**config.mk**
```make
export PLATFORM = sky130hd
export DESIGN_NAME = flash_mode_boot_control
export DESIGN_NICKNAME = d
export VERILOG_FILES = /design/src/inc/flash_ctrl_pkg.sv /design/src/flash_block_remap.sv /design/src/flash_mode_boot_control.sv
export SDC_FILE = /design/constraint.sdc
export NUM_CORES = 1
export LEC_CHECK = 0
export ABC_AREA = 0
export BUFFER_PORTS_ARGS = -buffer_cell sky130_fd_sc_hd__buf_2
export CORE_ASPECT_RATIO = 1.5
export CORE_UTILIZATION = 50
export CTS_BUF_LIST = sky130_fd_sc_hd__clkbuf_4 sky130_fd_sc_hd__clkbuf_8
export CTS_CLUSTER_DIAMETER = 50
export DETAILED_ROUTE_END_ITERATION = 10
export PLACE_DENSITY = 0.88
export REMOVE_ABC_BUFFERS = 1
export SETUP_SLACK_MARGIN = 0.15
export SYNTH_ARGS = -nofsm -noshare
export SYNTH_HDL_FRONTEND = slang
export SYNTH_SLANG_ARGS = --single-unit
```
**constraint.sdc**
```tcl
create_clock -name clock -period 8.7 [get_ports clock]
set_clock_uncertainty 0.2 [all_clocks]
set_input_delay 1.74 -clock clock [delete_from_list [all_inputs] [get_ports clock]]
set_output_delay 1.74 -clock clock [all_outputs]
set_load 0.05 [all_outputs]
```
**src/inc/flash_ctrl_pkg.sv**
```systemverilog
// ====
// Shared constants and types for the flash mode and boot control
package flash_ctrl_pkg;

  // ====
  // Clock and timing
  localparam int CLOCK_MHZ = 25;
  // Quiet time on the mode pin that closes the pulse count
  localparam int SELECT_WINDOW_US = 100;
  localparam int SEL_CNT_W = 12;
  localparam logic [SEL_CNT_W-1:0] SELECT_COUNT =
    SEL_CNT_W'(SELECT_WINDOW_US * CLOCK_MHZ);
  // Edges a pin needs to cross the two-stage synchroniser
  localparam logic [1:0] SETTLE_COUNT = 2'h2;

  // ====
  // Operating mode, one-hot, held from reset release
  typedef enum logic [3:0] {
    MODE_WAIT   = 4'h1,
    MODE_NORMAL = 4'h2,
    MODE_PROG   = 4'h4,
    MODE_BAD    = 4'h8
  } mode_e;

  // Programming link chosen by the pulse count, one-hot
  typedef enum logic [4:0] {
    COMM_NONE    = 5'h01,
    COMM_ASYNC   = 5'h02,
    COMM_SYNC    = 5'h04,
    COMM_SYNC_HS = 5'h08,
    COMM_BAD     = 5'h10
  } comm_e;

  localparam int PULSE_W = 4;
  localparam logic [PULSE_W-1:0] PULSES_ASYNC = 4'h0;
  localparam logic [PULSE_W-1:0] PULSES_SYNC = 4'h8;
  localparam logic [PULSE_W-1:0] PULSES_SYNC_HS = 4'hB;
  localparam logic [PULSE_W-1:0] PULSE_MAX = 4'hF;

  // ====
  // Pin map of the shared port pins
  localparam int PIN_COUNT = 12;
  localparam int PIN_TXD = 0;
  localparam int PIN_RXD = 1;
  localparam int PIN_SO = 2;
  localparam int PIN_SI = 3;
  localparam int PIN_SCK = 4;
  localparam int PIN_HS = 5;
  // Reset state of a pin as {oe_n, out}: input, low
  localparam logic [1:0] PIN_RESET_STATE = 2'h2;

  // ====
  // Flash array geometry and boot areas
  localparam int BLOCK_W = 3;
  localparam int SWAP_BIT = 2;
  localparam int ADDR_W = 16;
  localparam int DATA_W = 32;
  localparam int INFO_W = 8;

  // ====
  // Interrupt redirection while self-programming
  localparam logic [31:0] RAM_START = 32'h0010_0000;
  localparam logic [31:0] NMI_OFFSET = 32'h0000_0000;
  localparam logic [31:0] MASKABLE_OFFSET = 32'h0000_0004;

  // ====
  // Macro service functions
  typedef enum logic [3:0] {
    CMD_INIT        = 4'h0,
    CMD_BLOCK_ERASE = 4'h1,
    CMD_WORD_WRITE  = 4'h2,
    CMD_VERIFY      = 4'h3,
    CMD_BLANK_CHECK = 4'h4,
    CMD_MODE_CHECK  = 4'h5,
    CMD_GET_INFO    = 4'h6,
    CMD_SET_INFO    = 4'h7,
    CMD_BOOT_SWAP   = 4'h8,
    CMD_WORD_READ   = 4'h9
  } cmd_e;

  // Command sequencer states, one-hot
  typedef enum logic [2:0] {
    ST_IDLE  = 3'h1,
    ST_ISSUE = 3'h2,
    ST_RUN   = 3'h4
  } seq_e;

endpackage : flash_ctrl_pkg

```
**src/flash_block_remap.sv**
```systemverilog
`timescale 1ns/1ns
`default_nettype none
// ====
// Registered logical to physical block map for boot swap
module flash_block_remap (
  input wire logic clock,
  input wire logic reset,
  input wire logic swap,
  input wire logic [flash_ctrl_pkg::BLOCK_W-1:0] logical,
  output logic [flash_ctrl_pkg::BLOCK_W-1:0] physical
);

  logic [flash_ctrl_pkg::BLOCK_W-1:0] next_physical;

  // area exchange
  // Flipping the area bit trades blocks 0-3 with blocks 4-7
  always_comb
  begin
    next_physical = logical;
    next_physical[flash_ctrl_pkg::SWAP_BIT] =
      logical[flash_ctrl_pkg::SWAP_BIT] ^ swap;
  end

  always_ff @(posedge clock or posedge reset)
  begin
    if (reset)
      physical <= '0;
    else
      physical <= next_physical;
  end

endmodule : flash_block_remap
`default_nettype wire

```
**src/flash_mode_boot_control.sv**
```systemverilog
// Overview of operation
// Mode pin low: normal; high, qualifier low: programming; both high barred
// Qualifier pin ignored while mode pin is low
// Programmer holds qualifier low when raising mode pin
// Self-programming: mode pin is write protect, writes need it high
// Software keeps mode pin low at reset, raises it only for rewrites
// Programming mode keeps unused pins in their reset state
// Async: transmit/receive; sync: out/in/clock; handshake adds its pin
// Only the programmer drives reset during programming mode
// Boot swap exchanges blocks 0-3 with blocks 4-7
// No instruction fetch from flash while self-programming
// Self-programming vectors: NMI to RAM start, maskable to start plus four
// Service: init, erase, write, verify, blank, pin check, info, swap, read
// Mode pins sampled once at reset release, mode held until reset
`timescale 1ns/1ns
`default_nettype none
module flash_mode_boot_control (
  input wire logic clock,
  input wire logic reset,
  input wire logic prog_mode_pin,
  input wire logic mode_qualifier_pin,
  input wire logic [flash_ctrl_pkg::PIN_COUNT-1:0] pin_in,
  input wire logic [flash_ctrl_pkg::PIN_COUNT-1:0] user_pin_out,
  input wire logic [flash_ctrl_pkg::PIN_COUNT-1:0] user_pin_oe_n,
  input wire logic prog_tx,
  input wire logic prog_so,
  input wire logic prog_hs,
  input wire logic self_prog_active,
  input wire logic cmd_valid,
  input wire logic [3:0] cmd_code,
  input wire logic [flash_ctrl_pkg::BLOCK_W-1:0] cmd_block,
  input wire logic [flash_ctrl_pkg::ADDR_W-1:0] cmd_addr,
  input wire logic [flash_ctrl_pkg::DATA_W-1:0] cmd_wdata,
  input wire logic array_done,
  input wire logic array_fail,
  input wire logic [flash_ctrl_pkg::DATA_W-1:0] array_rdata,
  input wire logic [flash_ctrl_pkg::BLOCK_W-1:0] fetch_block,
  input wire logic nmi_take,
  input wire logic int_take,
  input wire logic [31:0] handler_addr,
  output flash_ctrl_pkg::mode_e op_mode,
  output flash_ctrl_pkg::comm_e comm_mode,
  output logic prog_rxd,
  output logic prog_si,
  output logic prog_sck,
  output logic [flash_ctrl_pkg::PIN_COUNT-1:0] pin_out,
  output logic [flash_ctrl_pkg::PIN_COUNT-1:0] pin_oe_n,
  output logic write_allowed,
  output logic fetch_enable,
  output logic [31:0] vector_addr,
  output logic cmd_busy,
  output logic cmd_done,
  output logic cmd_error,
  output logic [flash_ctrl_pkg::DATA_W-1:0] cmd_rdata,
  output logic array_start,
  output flash_ctrl_pkg::cmd_e array_op,
  output logic [flash_ctrl_pkg::BLOCK_W-1:0] array_block,
  output logic [flash_ctrl_pkg::ADDR_W-1:0] array_addr,
  output logic [flash_ctrl_pkg::DATA_W-1:0] array_wdata,
  output logic [flash_ctrl_pkg::BLOCK_W-1:0] fetch_phys_block
);

  // ====
  // Decoding helpers

  // Pin drive as {oe_n, out} for the mode and link in force
  function automatic logic [1:0] pin_drive(
    input flash_ctrl_pkg::mode_e m,
    input flash_ctrl_pkg::comm_e c,
    input int idx,
    input logic uo,
    input logic uoe_n,
    input logic tx,
    input logic so,
    input logic hs
  );
    logic [1:0] r;
    r = flash_ctrl_pkg::PIN_RESET_STATE;
    if (m == flash_ctrl_pkg::MODE_NORMAL)
      r = {uoe_n, uo};
    else if (m == flash_ctrl_pkg::MODE_PROG)
    begin
      // link pin use
      if (idx == flash_ctrl_pkg::PIN_TXD && c == flash_ctrl_pkg::COMM_ASYNC)
        r = {1'b0, tx};
      if (idx == flash_ctrl_pkg::PIN_SO &&
          (c == flash_ctrl_pkg::COMM_SYNC ||
           c == flash_ctrl_pkg::COMM_SYNC_HS))
        r = {1'b0, so};
      if (idx == flash_ctrl_pkg::PIN_HS && c == flash_ctrl_pkg::COMM_SYNC_HS)
        r = {1'b0, hs};
    end
    return r;
  endfunction : pin_drive

  // Functions that alter the flash contents
  function automatic logic writes_flash(input flash_ctrl_pkg::cmd_e c);
    return c == flash_ctrl_pkg::CMD_BLOCK_ERASE ||
           c == flash_ctrl_pkg::CMD_WORD_WRITE ||
           c == flash_ctrl_pkg::CMD_SET_INFO ||
           c == flash_ctrl_pkg::CMD_BOOT_SWAP;
  endfunction : writes_flash

  // Functions handed to the flash array
  function automatic logic is_array_cmd(input flash_ctrl_pkg::cmd_e c);
    return c == flash_ctrl_pkg::CMD_BLOCK_ERASE ||
           c == flash_ctrl_pkg::CMD_WORD_WRITE ||
           c == flash_ctrl_pkg::CMD_VERIFY ||
           c == flash_ctrl_pkg::CMD_BLANK_CHECK ||
           c == flash_ctrl_pkg::CMD_WORD_READ;
  endfunction : is_array_cmd

  // ====
  // Pin synchronisers
  logic mode_meta, mode_sync, qual_meta, qual_sync;
  logic [flash_ctrl_pkg::PIN_COUNT-1:0] pin_meta, pin_sync;

  // Every pin is foreign to this clock; two stages before use
  always_ff @(posedge clock or posedge reset)
  begin
    if (reset)
    begin
      mode_meta <= 1'b0;
      mode_sync <= 1'b0;
      qual_meta <= 1'b0;
      qual_sync <= 1'b0;
      pin_meta <= '0;
      pin_sync <= '0;
    end
    else
    begin
      mode_meta <= prog_mode_pin;
      mode_sync <= mode_meta;
      qual_meta <= mode_qualifier_pin;
      qual_sync <= qual_meta;
      pin_meta <= pin_in;
      pin_sync <= pin_meta;
    end
  end

  // ====
  // Mode capture at reset release
  logic [1:0] settle, next_settle;
  flash_ctrl_pkg::mode_e next_op_mode;

  // one-time sample
  // Waits for the synchronisers to fill, then never samples again
  always_comb
  begin
    next_settle = settle;
    next_op_mode = op_mode;
    if (op_mode == flash_ctrl_pkg::MODE_WAIT)
    begin
      if (settle != '0)
        next_settle = settle - 2'h1;
      // mode decode; qualifier only looked at with mode high
      else if (!mode_sync)
        next_op_mode = flash_ctrl_pkg::MODE_NORMAL;
      else if (!qual_sync)
        next_op_mode = flash_ctrl_pkg::MODE_PROG;
      else
        next_op_mode = flash_ctrl_pkg::MODE_BAD;
    end
  end

  always_ff @(posedge clock or posedge reset)
  begin
    if (reset)
    begin
      settle <= flash_ctrl_pkg::SETTLE_COUNT;
      op_mode <= flash_ctrl_pkg::MODE_WAIT;
    end
    else
    begin
      settle <= next_settle;
      op_mode <= next_op_mode;
    end
  end

  // ====
  // Link selection by mode pin pulses
  logic mode_last, next_mode_last;
  logic [flash_ctrl_pkg::PULSE_W-1:0] pulses, next_pulses;
  logic [flash_ctrl_pkg::SEL_CNT_W-1:0] sel_timer, next_sel_timer;
  flash_ctrl_pkg::comm_e next_comm_mode;

  // Each rising edge restarts the quiet window; expiry fixes the link
  always_comb
  begin
    next_mode_last = mode_sync;
    next_pulses = pulses;
    next_sel_timer = sel_timer;
    next_comm_mode = comm_mode;
    if (op_mode == flash_ctrl_pkg::MODE_PROG &&
        comm_mode == flash_ctrl_pkg::COMM_NONE)
    begin
      if (mode_sync && !mode_last)
      begin
        if (pulses != flash_ctrl_pkg::PULSE_MAX)
          next_pulses = pulses + 4'h1;
        next_sel_timer = flash_ctrl_pkg::SELECT_COUNT;
      end
      else if (sel_timer != '0)
        next_sel_timer = sel_timer - 12'h001;
      else if (pulses == flash_ctrl_pkg::PULSES_ASYNC)
        next_comm_mode = flash_ctrl_pkg::COMM_ASYNC;
      else if (pulses == flash_ctrl_pkg::PULSES_SYNC)
        next_comm_mode = flash_ctrl_pkg::COMM_SYNC;
      else if (pulses == flash_ctrl_pkg::PULSES_SYNC_HS)
        next_comm_mode = flash_ctrl_pkg::COMM_SYNC_HS;
      else
        next_comm_mode = flash_ctrl_pkg::COMM_BAD;
    end
  end

  always_ff @(posedge clock or posedge reset)
  begin
    if (reset)
    begin
      mode_last <= 1'b0;
      pulses <= '0;
      sel_timer <= flash_ctrl_pkg::SELECT_COUNT;
      comm_mode <= flash_ctrl_pkg::COMM_NONE;
    end
    else
    begin
      mode_last <= next_mode_last;
      pulses <= next_pulses;
      sel_timer <= next_sel_timer;
      comm_mode <= next_comm_mode;
    end
  end

  // ====
  // Pin multiplexing and protection outputs
  logic [flash_ctrl_pkg::PIN_COUNT-1:0] next_pin_out, next_pin_oe_n;
  logic next_write_allowed, next_fetch_enable;
  logic [31:0] next_vector_addr;

  // unused pins at reset state; R07 link pins per link
  for (genvar i = 0; i < flash_ctrl_pkg::PIN_COUNT; i++)
  begin : pin_mux
    assign {next_pin_oe_n[i], next_pin_out[i]} =
      pin_drive(op_mode, comm_mode, i, user_pin_out[i], user_pin_oe_n[i],
                prog_tx, prog_so, prog_hs);
  end

  always_comb
  begin
    // write protect; the pin level is live, not the captured one
    next_write_allowed = self_prog_active && mode_sync &&
                         op_mode == flash_ctrl_pkg::MODE_NORMAL;
    // fetch block
    next_fetch_enable = !self_prog_active;
    next_vector_addr = vector_addr;
    // vector redirect; flash handlers are unreachable mid-rewrite
    if (nmi_take)
      next_vector_addr = self_prog_active ?
        flash_ctrl_pkg::RAM_START + flash_ctrl_pkg::NMI_OFFSET : handler_addr;
    else if (int_take)
      next_vector_addr = self_prog_active ?
        flash_ctrl_pkg::RAM_START + flash_ctrl_pkg::MASKABLE_OFFSET :
        handler_addr;
  end

  always_ff @(posedge clock or posedge reset)
  begin
    if (reset)
    begin
      pin_out <= '0;
      pin_oe_n <= '1;
      prog_rxd <= 1'b0;
      prog_si <= 1'b0;
      prog_sck <= 1'b0;
      write_allowed <= 1'b0;
      fetch_enable <= 1'b1;
      vector_addr <= '0;
    end
    else
    begin
      pin_out <= next_pin_out;
      pin_oe_n <= next_pin_oe_n;
      prog_rxd <= pin_sync[flash_ctrl_pkg::PIN_RXD];
      prog_si <= pin_sync[flash_ctrl_pkg::PIN_SI];
      prog_sck <= pin_sync[flash_ctrl_pkg::PIN_SCK];
      write_allowed <= next_write_allowed;
      fetch_enable <= next_fetch_enable;
      vector_addr <= next_vector_addr;
    end
  end

  // ====
  // Macro service sequencer
  flash_ctrl_pkg::seq_e state, next_state;
  flash_ctrl_pkg::cmd_e code, next_array_op;
  logic ready, next_ready, swapped, next_swapped;
  logic [flash_ctrl_pkg::INFO_W-1:0] info, next_info;
  logic [flash_ctrl_pkg::BLOCK_W-1:0] blk, next_blk;
  logic [flash_ctrl_pkg::ADDR_W-1:0] next_array_addr;
  logic [flash_ctrl_pkg::DATA_W-1:0] next_array_wdata, next_cmd_rdata;
  logic next_cmd_done, next_cmd_error, next_array_start;

  assign code = flash_ctrl_pkg::cmd_e'(cmd_code);

  localparam logic [flash_ctrl_pkg::DATA_W-1:0] DATA_W_ZERO = '0;

  // service functions; requests while busy are ignored
  always_comb
  begin
    next_state = state;
    next_array_op = array_op;
    next_ready = ready;
    next_swapped = swapped;
    next_info = info;
    next_blk = blk;
    next_array_addr = array_addr;
    next_array_wdata = array_wdata;
    next_cmd_rdata = cmd_rdata;
    next_cmd_done = 1'b0;
    next_cmd_error = cmd_error;
    next_array_start = 1'b0;
    unique case (state)
      flash_ctrl_pkg::ST_IDLE:
      begin
        if (cmd_valid)
        begin
          next_cmd_done = 1'b1;
          next_cmd_error = 1'b0;
          if (op_mode != flash_ctrl_pkg::MODE_NORMAL || !self_prog_active ||
              (!ready && code != flash_ctrl_pkg::CMD_INIT))
            next_cmd_error = 1'b1;
          // write refusal
          else if (writes_flash(code) && !mode_sync)
            next_cmd_error = 1'b1;
          else if (is_array_cmd(code))
          begin
            next_cmd_done = 1'b0;
            next_array_op = code;
            next_blk = cmd_block;
            next_array_addr = cmd_addr;
            next_array_wdata = cmd_wdata;
            next_state = flash_ctrl_pkg::ST_ISSUE;
          end
          else if (code == flash_ctrl_pkg::CMD_INIT)
            next_ready = 1'b1;
          else if (code == flash_ctrl_pkg::CMD_MODE_CHECK)
            next_cmd_rdata = DATA_W_ZERO | mode_sync;
          else if (code == flash_ctrl_pkg::CMD_GET_INFO)
            next_cmd_rdata = DATA_W_ZERO | {swapped, info};
          else if (code == flash_ctrl_pkg::CMD_SET_INFO)
            next_info = cmd_wdata[flash_ctrl_pkg::INFO_W-1:0];
          // swap request
          else if (code == flash_ctrl_pkg::CMD_BOOT_SWAP)
            next_swapped = !swapped;
          else
            next_cmd_error = 1'b1;
        end
      end
      flash_ctrl_pkg::ST_ISSUE:
      begin
        // Remapped block is registered at this edge, so start is registered with it and both go out next cycle
        next_array_start = 1'b1;
        next_state = flash_ctrl_pkg::ST_RUN;
      end
      flash_ctrl_pkg::ST_RUN:
      begin
        if (array_done)
        begin
          next_cmd_done = 1'b1;
          next_cmd_error = array_fail;
          next_cmd_rdata = array_rdata;
          next_state = flash_ctrl_pkg::ST_IDLE;
        end
      end
      default:
        next_state = flash_ctrl_pkg::ST_IDLE;
    endcase
  end

  always_ff @(posedge clock or posedge reset)
  begin
    if (reset)
    begin
      state <= flash_ctrl_pkg::ST_IDLE;
      array_op <= flash_ctrl_pkg::CMD_INIT;
      ready <= 1'b0;
      swapped <= 1'b0;
      info <= '0;
      blk <= '0;
      array_addr <= '0;
      array_wdata <= '0;
      cmd_rdata <= '0;
      cmd_done <= 1'b0;
      cmd_error <= 1'b0;
      cmd_busy <= 1'b0;
      array_start <= 1'b0;
    end
    else
    begin
      state <= next_state;
      array_op <= next_array_op;
      ready <= next_ready;
      swapped <= next_swapped;
      info <= next_info;
      blk <= next_blk;
      array_addr <= next_array_addr;
      array_wdata <= next_array_wdata;
      cmd_rdata <= next_cmd_rdata;
      cmd_done <= next_cmd_done;
      cmd_error <= next_cmd_error;
      cmd_busy <= next_state != flash_ctrl_pkg::ST_IDLE;
      array_start <= next_array_start;
    end
  end

  // ====
  // Boot area remapping for array access and instruction fetch

  // area exchange applies to both paths at once
  flash_block_remap array_remap (
    .clock(clock),
    .reset(reset),
    .swap(swapped),
    .logical(blk),
    .physical(array_block)
  );

  flash_block_remap fetch_remap (
    .clock(clock),
    .reset(reset),
    .swap(swapped),
    .logical(fetch_block),
    .physical(fetch_phys_block)
  );

endmodule : flash_mode_boot_control
`default_nettype wire

```
==> Yosys cells after proc, flatten, opt, wreduce, memory -nomap -nowiden <==
Index checks and enable logic that the tools add are counted.
{ "totals": {"register_bits": 213, "input_bits": 171} }
{ "classes": {"n_eq_ne": 31, "n_mux": 62, "reduce_logical": 39, "n_addsub": 3, "bitwise": 12} }
{ "op_table": {"columns": ["operator", "n"], "rows": [
  ["$mux W32", 12],
  ["$pmux W32 S2", 1],
  ["$mux W2", 18],
  ["$mux W12", 2],
  ["$eq A4 B3 Y1 const B", 5],
  ["$eq A4 B4 Y1 const B", 4],
  ["$mux W1", 16],
  ["$mux W3", 5],
  ["$mux W5", 3],
  ["$eq A4 B2 Y1 const B", 3],
  ["$ne A2 B2 Y1 const B", 6],
  ["$reduce_bool A12 Y1", 1],
  ["$sub A12 B1 Y12 const B", 1],
  ["$not A1 Y1", 10],
  ["$reduce_and A10 Y1", 1],
  ["$logic_or A1 B1 Y1", 9],
  ["$pmux W3 S3", 1],
  ["$reduce_and A3 Y1", 3],
  ["$reduce_and A9 Y1", 1],
  ["$eq A4 B1 Y1 const B", 2],
  ["$logic_not A4 Y1", 2],
  ["$mux W4", 2],
  ["$reduce_and A8 Y1", 1],
  ["$reduce_bool A2 Y1", 4],
  ["21 further kinds", 34]
]} }

==> Depth between registers and ports, before layout <==
{ "logic_depth": {"depth_word": 11, "depth_mapped": 8} }

==> By module <==
From an unflattened synthesis, not the netlist that was laid out.
{ "unflattened": {"cells_unflattened": 690, "area_unflattened_um2": 8199.1} }
{ "modules_own_cells": {"columns": ["mod", "n_inst", "cells_per_inst", "seq_area_each_um2", "area_per_inst_um2"], "rows": [
  ["flash_mode_boot_control", 1, 680, 5107.4, 8023.9],
  ["flash_block_remap", 2, 5, 75.1, 87.6]
]} }

==> Worst setup path before layout <==
No wires, ideal clock.
{ "synth_timing": {"kind": "in2reg", "from": "in cmd_code[2]", "to": "reg array_wdata[10] (netlist name)", "setup_time_ps": 125, "stages": 7, "required_ps": 8375, "setup_slack_ps": 5029, "arrival_ps": 3346, "cell_sequence": "clkbuf_1 -> nor2b_1 -> a22oi_1 -> nor3_1 -> buf_2 -> buf_4 -> mux2_2"} }
{ "synth_between": {"elab_chain_cells": 7, "elab_cells_between_ends": 20, "cone_classes": "eq/ne (7); bitwise (2); reduce/logical (11)"} }
{ "synth_rtl": {"columns": ["element", "line_no", "text"], "rows": [
  ["from (decl)", "flash_mode_boot_control.sv:30", "input wire logic [3:0] cmd_code,"],
  ["$eq A4 B1 Y1 or $eq A4 B2 Y1 (tied branches)", null, null],
  ["$logic_or A1 B1 Y1", "flash_mode_boot_control.sv:98, flash_mode_boot_control.sv:106", null],
  ["$logic_or A1 B1 Y1", "flash_mode_boot_control.sv:99", "c == flash_ctrl_pkg::CMD_WORD_WRITE ||"],
  ["$logic_or A1 B1 Y1", "flash_mode_boot_control.sv:100", "c == flash_ctrl_pkg::CMD_SET_INFO ||"],
  ["$logic_and A1 B1 Y1", "flash_mode_boot_control.sv:333", "else if (writes_flash(code) && !mode_sync)"],
  ["$not A1 Y1 (no source line)", null, null],
  ["$reduce_and A5 Y1 (no source line) *", null, null],
  ["to (signal assigned)", "flash_mode_boot_control.sv:407", "array_wdata <= next_array_wdata;"],
  ["to (decl)", "flash_mode_boot_control.sv:59", "output logic [flash_ctrl_pkg::DATA_W-1:0] array_wdata,"]
]} }
Mark *: on every way between the ends. The rest lies on a longest branch, timed or not.
A chain may end at the register's enable or synchronous reset.

==> Final worst setup path <==
{ "layout_timing": {"from": "in cmd_code[0]", "to": "reg array_addr[0] (netlist name)"} }
{ "layout_between": {"elab_chain_cells": 7, "elab_cells_between_ends": 20, "cone_classes": "eq/ne (7); bitwise (2); reduce/logical (11)"} }
{ "layout_rtl": {"columns": ["element", "line_no", "text"], "rows": [
  ["$eq A4 B1 Y1 or $eq A4 B2 Y1 (tied branches)", null, null],
  ["$logic_or A1 B1 Y1", "flash_mode_boot_control.sv:98, flash_mode_boot_control.sv:106", null],
  ["$logic_or A1 B1 Y1", "flash_mode_boot_control.sv:99", null],
  ["$logic_or A1 B1 Y1", "flash_mode_boot_control.sv:100", null],
  ["$logic_and A1 B1 Y1", "flash_mode_boot_control.sv:333", null],
  ["$not A1 Y1 (no source line)", null, null],
  ["$reduce_and A5 Y1 (no source line) *", null, null],
  ["to (signal assigned)", "flash_mode_boot_control.sv:406", "array_addr <= next_array_addr;"],
  ["to (decl)", "flash_mode_boot_control.sv:58", "output logic [flash_ctrl_pkg::ADDR_W-1:0] array_addr,"]
]} }
Marks and branches as above.

==> flow_metrics.env <==
export IMPL_endpoint_kind="register"
export IMPL_insertion_delay_ps=560
export IMPL_grt_max_degree=129
export IMPL_postCtsSetupBuffers=0
export IMPL_clock_sinks=209
export IMPL_numCtsBuffers=30
export IMPL_grt_pass1_vias=6381
export IMPL_critPathArrivalTime_ps=3950
export IMPL_synth_top_area_cell="dfrtp_1"
export IMPL_power_density_mw_per_mm2=192
export IMPL_yosysTopAreaCellShare_pct=55.5
export IMPL_nets=1192
export IMPL_register_area_mm2=0.00526
export IMPL_cts_path_max_buffers=3
export IMPL_worst_pin_slew_ps=1040
export IMPL_multiInputGateArea_mm2=0.00291
export IMPL_port_buffers=325
export IMPL_period_minus_slack_ps=3730
export IMPL_yosysSeqAreaShare_pct=62.4
export IMPL_dieArea_mm2=0.0174
export IMPL_die_w_um=108
export IMPL_pre_cts_ws_ps=4410
export IMPL_ys_flop_type="dfrtp_1"
export IMPL_critical_path_peak_fanout=55
export IMPL_slew_viol_final=0
export IMPL_finalCritPeriodShare_pct=42.9
export IMPL_syn_area_mm2=0.00843
export IMPL_fmax_ghz=0.268
export IMPL_synth_cell_types=60
export IMPL_drt_first_pass_iters=4
export IMPL_path_class="input pin to register"
export IMPL_dp_hpwl_um=14800
export IMPL_hold_viol_final=0
export IMPL_cp_start_kind="input pin"
export IMPL_ys_top_cells_by_area="dfrtp_1, mux2_2, dfstp_2"
export IMPL_antenna_left=0
export IMPL_holdWs_ps=146
export IMPL_antenna_found_initial=5
export IMPL_place_gp_congestion=0.823
export IMPL_async_flop_share_pct=100
export IMPL_setup_ws_ps=4970
export IMPL_drt_iter0_markers=279
export IMPL_core_mm2=0.0163
export IMPL_finish_utilization_pct=67.1
export IMPL_grt_use_total_pct=23.2
export IMPL_wl_um=20700
export IMPL_status="finished clean"
export IMPL_vias=6379
export IMPL_dpl_cell_area_mm2=0.0102
export IMPL_synth_avg_cell_area_um2=12.3
export IMPL_worstPathRequired_ps=8920
export IMPL_grt_pass1_wl_um=31600
export IMPL_synth_cells=687
export IMPL_cts_root_buf="clkbuf_8"
export IMPL_synth_seq_cells=209
export IMPL_yosysWarnings=0
export IMPL_p_total_mw=2.10
export IMPL_cellLeakagePower_nw=5.78
export IMPL_htree_levels=1
export IMPL_maxCapViolCount=0
export IMPL_drive_above_1_share_pct=48.2
export IMPL_cts_reportedPaths_clkPinSlew_ps=60
export IMPL_finalNonFillerCells=1251
export IMPL_setup_viol=0
export IMPL_die_h_um=161
export IMPL_routed_via_density=5.10
export IMPL_synthToLayoutAreaGrowth_pct=30.1
export IMPL_rsz0062_at_grt="no"
export IMPL_io_pin_count=335
export IMPL_cts_tree="built"
export IMPL_relSlewSlack_pct=30.3
export IMPL_peakVddDrop_mv=0.158
export IMPL_synth_edf_count=0
export IMPL_fin_area_mm2=0.0110
export IMPL_num_fill_cells=1183
export IMPL_postCtsResizedCells=0
export IMPL_dp_cells=1191
export IMPL_fp_row_count=57
export IMPL_wire_per_inst_um=16.5
export IMPL_holdBufCountCts=0
export IMPL_overflow=0
export IMPL_hp_class="register to register"
export IMPL_drc=0
export IMPL_initial_core_util_pct=51.6
export IMPL_tns_ps=0
==> layer usage <==
metal	up-vias	part of all wire [%]	global-route usage, %
li1	2997	-	-
met1	3048	36	25.1
met2	258	52	41.7
met3	74	6.2	4.48
met4	2	5.1	13.1
met5	-	0.063	0
==> path summary, 6_finish.rpt <==
check                            start        endpoint  slack, ps  cells after the start
max                        cmd_code[0]   array_addr[0]       4970                      6
max reg2reg                 op_mode[3]   array_addr[0]       5660                      6
min reg2reg                pin_sync[3]         prog_si        150                      0
min in group asynchronous        reset  array_addr[13]       1160                      2
min                        pin_sync[3]         prog_si        150                      0
max in group asynchronous        reset  array_wdata[3]       5560                      3
==> cells in the mapped netlist, types with 3 or more instances <==
library cell,number
xor2_1,8
a21oi_1,11
clkbuf_1,19
o211ai_1,3
nor4_1,3
dfstp_2,22
inv_1,38
nor3_1,10
buf_1,3
ha_1,4
nand2_1,103
mux2i_1,24
xnor2_1,10
o21ai_0,38
o22ai_1,3
nor3b_1,3
nor4b_1,3
nor2b_1,4
nand2b_1,13
and2_1,14
dfrtp_1,187
or3_1,3
a22o_1,11
buf_2,8
mux2_2,72
nor2_1,20
o21bai_1,5
nand3_1,6
==> critical path, cell delays in order <==
cell      delay, ps
buf_2           170
nor4_1          380
o211ai_1        230
nor3_2          310
buf_4           600
mux2_2          420
==> flip-flops by register name (all words and copies together), names as in the netlist, 2 cells and up <==
signal / cells
pin_sync: 3
comm_mode: 5
pin_oe_n: 12
pin_meta: 3
blk: 3
info: 8
settle: 2
state: 3
fetch_remap.physical: 3
pulses: 4
cmd_rdata: 32
op_mode: 4
array_remap.physical: 3
sel_timer: 12
pin_out: 12
array_op: 4
array_wdata: 32
vector_addr: 32
array_addr: 16
==> power by group <==
part	switching, mW	total, mW	internal (mW)
clock network	0.367	0.877	0.510
logic	0.156	0.213	0.0571
registers	0.0138	1.01	0.999
total	0.537	2.10	1.57
==> cell families after synthesis <==
family	Yosys count	share of synthesized area (%)
xor+xnor	18	1.87
mux	97	12.6
simple gates	199	11.8
compound gates	90	7.44
fa+ha+maj	4	0.594
flops	209	62.4
buf+inv	70	3.33
==> area by class of cell <==
| cell class | count | area share, % |
|---|---|---|
| well taps | 206 | 2.35 |
| diodes | 4 | 0.0913 |
| clock buffers | 49 | 5.64 |
| clock inverters | 7 | 0.833 |
| repair buffers | 330 | 15.2 |
| flip-flops and latches | 209 | 48.0 |
| multi-input cells | 408 | 26.6 |
| inverters | 38 | 1.37 |
==> layout by cell type (no fill, tap or decap), drive strengths merged, types with 2 or more instances in the layout <==
master / instances
buf: 330
dfrtp: 187
nand2: 104
mux2: 73
clkbuf: 49
o21ai: 39
inv: 39
mux2i: 24
dfstp: 22
nor2: 22
and2: 14
nand2b: 13
a22o: 11
a21oi: 11
nor3: 11
xnor2: 10
xor2: 8
nand3: 6
o21bai: 5
nor4: 5
diode: 4
nor2b: 4
ha: 4
nor4b: 4
o22ai: 3
o211ai: 3
or3: 3
nor3b: 3
clkinv: 3
a2111oi: 3
a31oi: 3
nand4: 2
nand3b: 2
o2111ai: 2
bufinv: 2
a31o: 2
a41o: 2
or4b: 2
No activity file was read; power rests on OpenSTA's default activity.
